### config.mk
export PLATFORM = sky130hd
export DESIGN_NAME = awm_window_mapper
export DESIGN_NICKNAME = d
export VERILOG_FILES = /design/src/rtl/awm_pkg.sv /design/src/rtl/awm_window_mapper.sv /design/src/rtl/awm_range_match.sv
export SDC_FILE = /design/constraint.sdc
export NUM_CORES = 1
export LEC_CHECK = 0
export BUFFER_PORTS_ARGS = -buffer_cell sky130_fd_sc_hd__buf_2
export CAP_MARGIN = 20
export CORE_MARGIN = 3
export CORE_UTILIZATION = 45
export DETAILED_ROUTE_END_ITERATION = 10
export GPL_TIMING_DRIVEN = 0
export HOLD_SLACK_MARGIN = 0.12
export PLACE_DENSITY = 0.82
export SLEW_MARGIN = 20
export SYNTH_ARGS = -nofsm -noshare
export SYNTH_HDL_FRONTEND = slang
export SYNTH_HIERARCHICAL = 1
export SYNTH_SLANG_ARGS = --single-unit
### constraint.sdc
create_clock -name sys_clk -period 5 [get_ports sys_clk]
set_clock_uncertainty 0.05 [all_clocks]
set_input_delay 0.5 -clock sys_clk [delete_from_list [all_inputs] [get_ports sys_clk]]
set_output_delay 0.5 -clock sys_clk [all_outputs]
set_load 0.05 [all_outputs]
### src/rtl/awm_pkg.sv
/*
 * package for the A24 window mapper: register offset, field layout,
 * reset values and access widths.
 * assumes nothing of its surroundings; every use is awm_pkg::name.
 */
package awm_pkg;
    // configuration offset of the window register (byte address)
    localparam logic [5:0]  WIN_OFFSET    = 6'h0E;
    localparam int          REG_W         = 16;
    // field positions
    localparam int          RSVD0_BIT     = 15;
    localparam int          EN_BIT        = 14;
    localparam int          DIR_BIT       = 13;
    localparam int          ONES_HI       = 12;
    localparam int          ONES_LO       = 11;
    localparam int          SIZE_HI       = 10;
    localparam int          SIZE_LO       = 8;
    localparam int          BASE_HI       = 7;
    localparam int          BASE_LO       = 0;
    localparam int          SIZE_W        = 3;
    localparam int          BASE_W        = 8;
    localparam int          ADDR_W        = 24;
    // address lines compared against the base field
    localparam int          CMP_HI        = 23;
    localparam int          CMP_LO        = 16;
    // reset values after a hard reset
    localparam logic        EN_RST        = 1'b0;
    localparam logic        DIR_RST       = 1'b0;
    localparam logic [2:0]  SIZE_RST      = 3'h0;
    localparam logic [7:0]  BASE_RST      = 8'h00;
    // fixed read-back of the reserved bits
    localparam logic        RSVD0_VAL     = 1'b0;
    localparam logic [1:0]  ONES_VAL      = 2'h3;
    // forward direction codes
    typedef enum logic {
        AWM_DIR_OUT,
        AWM_DIR_IN
    } awm_dir_e;
endpackage

### src/rtl/awm_window_mapper.sv
/*
 * A24 window mapper: the 16-bit window register at configuration offset
 * 0xE and the forward decision for A24 cycles seen on the local
 * backplane (outward) and the remote cable bus (inward).
 * assumes synchronous config strobes on sys_clk, a hard and a soft reset
 * request from the device's reset logic, and a decoder-hit input from
 * the device's own A24/A32 decoder for each side.
 * the forward outputs are combinational so a candidate cycle is steered
 * in the same clock; the window register, span and read data are flops.
 * only the standard register layout is modelled.
 */
// Summary of operation
// - window register at offset 0xE, 16-bit and 8-bit access
// - bit 15 reads zero, writes ignored
// - bits 12 and 11 read back as binary 11 whenever the upper byte is read
// - enable bit one forwards matches; zero forwards nothing either way
// - direction one: range applies inward; zero: range applies outward
// - addresses outside the range forward in the opposite direction
// - size field picks how many top base bits are compared
// - range spans 65536 times two to the eight minus size
// - base field compared with address lines 23 to 16
// - hard reset clears enable and direction; soft reset keeps them
// - hard reset clears size and base; soft reset keeps them
// - new setting applies only once the low byte is written
// - own decoder wins; device answers own A24 cycles from both buses
// - compatibility mode uses another layout; avoid with multiframe manager
`timescale 1ns/1ns
module awm_window_mapper (
    input  wire logic        sys_clk,
    input  wire logic        rst_b,
    input  wire logic        hardReset,
    input  wire logic        softReset,
    input  wire logic        cfgSel,
    input  wire logic [5:0]  cfgAddr,
    input  wire logic        cfgWrite,
    input  wire logic [1:0]  cfgByteEn,
    input  wire logic [15:0] cfgWrData,
    output logic [15:0]      cfgRdData,
    output logic             cfgHit,
    input  wire logic        outValid,
    input  wire logic [23:0] outAddr,
    input  wire logic        outOwnHit,
    input  wire logic        inValid,
    input  wire logic [23:0] inAddr,
    input  wire logic        inOwnHit,
    output logic             outForward,
    output logic             inForward,
    output logic             outLocal,
    output logic             inLocal,
    output logic             windowEnable,
    output logic [31:0]      windowSpan
);
    // staged upper byte and the live setting
    logic       hiEn_r,   hiEn_nxt;
    logic       hiDir_r,  hiDir_nxt;
    logic [2:0] hiSize_r, hiSize_nxt;
    logic       en_r,     en_nxt;
    logic       dir_r,    dir_nxt;
    logic [2:0] size_r,   size_nxt;
    logic [7:0] base_r,   base_nxt;
    logic [31:0] span_r,  span_nxt;
    logic [15:0] rd_r,    rd_nxt;
    logic       wrHit;
    logic       outIn;
    logic       inIn;
    logic [15:0] regView;

    // accesses are taken on the rising edge with cfgSel high
    // offset decode
    assign wrHit  = cfgSel && cfgWrite && (cfgAddr == awm_pkg::WIN_OFFSET);
    assign cfgHit = cfgSel && (cfgAddr == awm_pkg::WIN_OFFSET);

    // register state next values
    always_comb begin
        hiEn_nxt   = hiEn_r;
        hiDir_nxt  = hiDir_r;
        hiSize_nxt = hiSize_r;
        en_nxt     = en_r;
        dir_nxt    = dir_r;
        size_nxt   = size_r;
        base_nxt   = base_r;
        if (wrHit && cfgByteEn[1]) begin
            // bit 15 write dropped, bits 12:11 dropped
            hiEn_nxt   = cfgWrData[awm_pkg::EN_BIT];
            hiDir_nxt  = cfgWrData[awm_pkg::DIR_BIT];
            hiSize_nxt = cfgWrData[awm_pkg::SIZE_HI:awm_pkg::SIZE_LO];
        end
        if (wrHit && cfgByteEn[0]) begin
            en_nxt   = hiEn_nxt;
            dir_nxt  = hiDir_nxt;
            size_nxt = hiSize_nxt;
            base_nxt = cfgWrData[awm_pkg::BASE_HI:awm_pkg::BASE_LO];
        end
        // softReset is left unread on purpose: a soft reset keeps every
        // field, so only hardReset or rst_b ever clears the window
        // hard reset beats a write in the same cycle and drops the staged byte
        // hard reset clears; soft reset leaves all alone
        if (hardReset) begin
            hiEn_nxt   = awm_pkg::EN_RST;
            hiDir_nxt  = awm_pkg::DIR_RST;
            hiSize_nxt = awm_pkg::SIZE_RST;
            en_nxt     = awm_pkg::EN_RST;
            dir_nxt    = awm_pkg::DIR_RST;
            size_nxt   = awm_pkg::SIZE_RST;
            base_nxt   = awm_pkg::BASE_RST;
        end
    end

    // register state flops
    // rst_b clears like a hard reset
    always_ff @(posedge sys_clk) begin
        if (!rst_b) begin
            hiEn_r   <= awm_pkg::EN_RST;
            hiDir_r  <= awm_pkg::DIR_RST;
            hiSize_r <= awm_pkg::SIZE_RST;
            en_r     <= awm_pkg::EN_RST;
            dir_r    <= awm_pkg::DIR_RST;
            size_r   <= awm_pkg::SIZE_RST;
            base_r   <= awm_pkg::BASE_RST;
        end else begin
            hiEn_r   <= hiEn_nxt;
            hiDir_r  <= hiDir_nxt;
            hiSize_r <= hiSize_nxt;
            en_r     <= en_nxt;
            dir_r    <= dir_nxt;
            size_r   <= size_nxt;
            base_r   <= base_nxt;
        end
    end

    // standard layout only; the alternate layout picked by the
    // compatibility mode bit is not carried here, so software must keep
    // that bit clear whenever a multiframe manager is in use
    // read view; upper byte shows staged value so a byte read-back matches
    // fixed reserved bits
    assign regView = {awm_pkg::RSVD0_VAL, hiEn_r, hiDir_r, awm_pkg::ONES_VAL, hiSize_r, base_r};

    // read data, registered, one cycle after the select
    // other offsets leave the last read data standing
    always_comb begin
        rd_nxt = rd_r;
        if (cfgHit && !cfgWrite) begin
            rd_nxt = 16'h0000;
            if (cfgByteEn[1]) begin
                rd_nxt[15:8] = regView[15:8];
            end
            if (cfgByteEn[0]) begin
                rd_nxt[7:0] = regView[7:0];
            end
        end
    end

    always_ff @(posedge sys_clk) begin
        if (!rst_b) begin
            rd_r <= 16'h0000;
        end else begin
            rd_r <= rd_nxt;
        end
    end

    // lanes not selected read zero; the value stands until the next read
    assign cfgRdData = rd_r;

    // one comparator per side
    awm_range_match u_matchOut (
        .size     (size_r),
        .base     (base_r),
        .addr     (outAddr),
        .isInside (outIn)
    );

    // both sides share the live size and base; each compares its own address
    awm_range_match u_matchIn (
        .size     (size_r),
        .base     (base_r),
        .addr     (inAddr),
        .isInside (inIn)
    );

    // forward decision, combinational so a cycle is steered at once
    always_comb begin
        // a decoder hit is answered locally and never forwarded
        // own decoder first
        outLocal = outValid && outOwnHit;
        inLocal  = inValid && inOwnHit;
        outForward = 1'b0;
        inForward  = 1'b0;
        if (en_r) begin
            // range one way, complement the other
            if (dir_r == awm_pkg::AWM_DIR_IN) begin
                inForward  = inValid && !inOwnHit && inIn;
                outForward = outValid && !outOwnHit && !outIn;
            end else begin
                outForward = outValid && !outOwnHit && outIn;
                inForward  = inValid && !inOwnHit && !inIn;
            end
        end
    end

    // span from the next size, so the flop moves in step with the live
    // fields and the output comes straight from a register
    // window span in addresses
    always_comb begin
        span_nxt = 32'h0001_0000 << (4'h8 - {1'b0, size_nxt});
    end

    always_ff @(posedge sys_clk) begin
        if (!rst_b) begin
            span_r <= 32'h0001_0000 << (4'h8 - {1'b0, awm_pkg::SIZE_RST});
        end else begin
            span_r <= span_nxt;
        end
    end

    assign windowSpan   = span_r;
    assign windowEnable = en_r;
endmodule

### src/rtl/awm_range_match.sv
/*
 * one window comparator: top size bits of base against address 23:16.
 * assumes a combinational use; the caller registers nothing through it.
 */
`timescale 1ns/1ns
module awm_range_match (
    input  wire logic [2:0]  size,
    input  wire logic [7:0]  base,
    input  wire logic [23:0] addr,
    output logic             isInside
);
    logic [7:0] mask;

    // mask with size leading ones, compared bits only
    always_comb begin
        mask   = 8'hFF << (4'h8 - {1'b0, size});
        if (size == 3'h0) begin
            mask = 8'h00;
        end
        isInside = ((addr[awm_pkg::CMP_HI:awm_pkg::CMP_LO] ^ base) & mask) == 8'h00;
    end
endmodule

==> impl_metrics.env <==
export IMPL_seq_area_frac_synth_pct=41.2
export IMPL_synthArstFlopShare_pct=0
export IMPL_yosysTopAreaCell="dfxtp_1"
export IMPL_cp_end_kind="output pin"
export IMPL_antenna_cells=0
export IMPL_drtAntennaViolNets=0
export IMPL_drc_errors=0
export IMPL_multiInputGateArea_um2=1240
export IMPL_dp_hpwl_mm=4.37
export IMPL_synthDistinctLibCells=38
export IMPL_status="complete, no violations"
export IMPL_portBuffers=79
export IMPL_whs_ns=0.392
export IMPL_place_area_um2=2900
export IMPL_synth_edf_count=0
export IMPL_post_cts_buffers=0
export IMPL_grt_pass1_wl_mm=8.66
export IMPL_critPathRequiredTime_ns=4.45
export IMPL_layout_drive_gt1_share_pct=30.7
export IMPL_fillers=441
export IMPL_cts_tree="yes"
export IMPL_wl_per_cell_um=12.2
export IMPL_ys_warn_count=6
export IMPL_cts_resized=0
export IMPL_min_period_ns=3.25
export IMPL_hold_violations=0
export IMPL_drt_wl_total_mm=5.39
export IMPL_arrival_ns=2.70
export IMPL_post_synth_top_count_cell="dfxtp_1"
export IMPL_row_count=25
export IMPL_syn_area_per_cell_um2=8.87
export IMPL_gr_total_overflow=0
export IMPL_numCtsBuffers=5
export IMPL_startpoint_type="flop"
export IMPL_worstMarginPinSlew_ns=0.729
export IMPL_setup_viol_count_final=0
export IMPL_tns_ns=0
export IMPL_core_um2=4880
export IMPL_path_class="reg2out"
export IMPL_worst_path_max_fanout=5
export IMPL_htreeDepth=2
export IMPL_hp_class="in2reg"
export IMPL_rsz0062_at_grt="false"
export IMPL_via_per_inst=4.80
export IMPL_grt_pass1_vias=1959
export IMPL_postCtsHoldBufs=0
export IMPL_regArea_um2=961
export IMPL_die_y_um=78.0
export IMPL_final_cell_area_um2=3030
export IMPL_reg2regPathDepth=3
export IMPL_netlist_area_um2=2330
export IMPL_yosysTopAreaCellShare_pct=41.2
export IMPL_p_leak_uw=0.00141
export IMPL_synthTopCellsByCount="dfxtp_1 (48), nand2_1 (38), a21oi_1 (18), buf_4 (18)"
export IMPL_grt_max_degree=15
export IMPL_min_delay_start="cfgWrData[2]"
export IMPL_gp_congestion=0.876
export IMPL_drtPass1Iterations=4
export IMPL_timing_max_cap_violations=0
export IMPL_num_io_pins=136
export IMPL_powerDensity_nw_per_um2=261
export IMPL_fin_crit_sh_pct=64.9
export IMPL_start_util_pct=47.8
export IMPL_dr_total_vias=2116
export IMPL_synthCells=263
export IMPL_slew_headroom_pct=51.1
export IMPL_fin_nets=463
export IMPL_r2r_start="size_r[1]"
export IMPL_drt_initial_drc_count=67
export IMPL_maxSlewViolCount=0
export IMPL_rr_endpoint="windowSpan[17]"
export IMPL_antenna_found_initial=0
export IMPL_die_area_um2=6090
export IMPL_die_x_um=78.0
export IMPL_clkLatencyLatePin_ns=0.29
export IMPL_grt_usage_pct=17.2
export IMPL_path_clk_slew_ns=0.08
export IMPL_rrSetupSlack_ns=3.36
export IMPL_cts_buffer_depth=2
export IMPL_synth_area_leaders="dfxtp_1 (41%), nand2_1 (6.1%), buf_4 (5.8%)"
export IMPL_irDropWorstVdd_mv=0.222
export IMPL_cts_sinks=48
export IMPL_ctsRootBufferMaster="clkbuf_8"
export IMPL_synth_seq_cells=48
export IMPL_syn_to_final_growth_pct=29.8
export IMPL_max_freq_mhz=308
export IMPL_whs_endpoint="base_r[2]"
export IMPL_hold_depth=3
export IMPL_ys_flop_type="dfxtp_1"
state kept, by name, summed over array words and instances, names as in the netlist:
register,count
dir_r,1
cfgRdData,14
windowEnable,1
base_r,8
hiDir_r,1
windowSpan,16
hiEn_r,1
hiSize_r,3
size_r,3
layout make-up:
type,instances,area share (%)
plain buffers,29,5.91
inverters,11,1.36
clock inverters,1,0.991
repair buffers,79,13.1
well taps,67,2.77
multi-input cells,199,41.0
flip-flops and latches,48,31.7
clock buffers,7,3.18
kinds of logic (layout without fill, tap and decap cells):
| family | after synthesis | count (layout) | synth area share, % |
|---|---|---|---|
| other | 1 | 25 | 0.161 |
| adders and majority gates | 8 | 8 | 4.29 |
| DFF | 48 | 48 | 41.2 |
| buffers and inverters | 40 | 127 | 9.44 |
| xor gates and xnor gates | 18 | 18 | 6.76 |
| AOI/OAI and AO/OA | 48 | 48 | 13.4 |
| muxes | 15 | 15 | 6.81 |
| and+or+nand+nor | 85 | 85 | 18.0 |
power breakdown:
group / total [µW] / internal [µW] / switching [µW]
clock: 296 / 176 / 120
combinational: 107 / 35.9 / 71.6
sequential: 386 / 385 / 0.701
routing by layer:
metal	track usage, %	share of wire [%]
met1	19.6	41
met2	32.0	52
met3	3.33	6.0
met4	5.77	1.1
met5	0	0
worst max-delay path by stage:
stage / startpoint / slack (ns) / cells past startpoint / end
2_1_floorplan: size_r[0] / 1.61 / 8 / inForward
3_3_place_gp: size_r[1] / 2.11 / 9 / outForward
3_5_place_dp: size_r[1] / 2.07 / 9 / outForward
4_1_cts: size_r[1] / 1.75 / 9 / outForward
5_1_grt: size_r[1] / 1.52 / 9 / inForward
6_report: size_r[1] / 1.75 / 9 / outForward
cell usage in the layout (no fill, tap or decap), types with 6 or more instances in the layout:
cell type and n:
buf_4 18, nand2_1 38, inv_1 11, nand3_1 14, a21oi_1 18, conb_1 25
ha_1 8, nor2_1 10, xor2_1 7, a21boi_0 14, clkbuf_1 9, xnor2_1 11
clkbuf_8 7, dfxtp_1 48, a211oi_1 6, mux2i_1 11, buf_2 81
per-stage QoR:
step / utilization (%) / std cells / power, µW / setup WS (ns)
floorplan: - / 287 / 472 / 1.61
global placement: 59.5 / 433 / 501 / 2.11
detailed placement: 59.5 / 433 / 502 / 2.07
CTS: 62.1 / 441 / 794 / 1.75
global route: 62.1 / 441 / 815 / 1.52
finish: 62.1 / 441 / 789 / 1.75
critical path, cell delays in order, from the launching register on:
cell and delay [ns]:
dfxtp_1 0.43, inv_1 0.12, ha_1 0.20, ha_1 0.33, a21oi_1 0.08, or4_1 0.52, o21ai_1 0.19, xnor2_1 0.08
nor3_1 0.16, buf_2 0.29
Power figures use the tool's default switching activity.
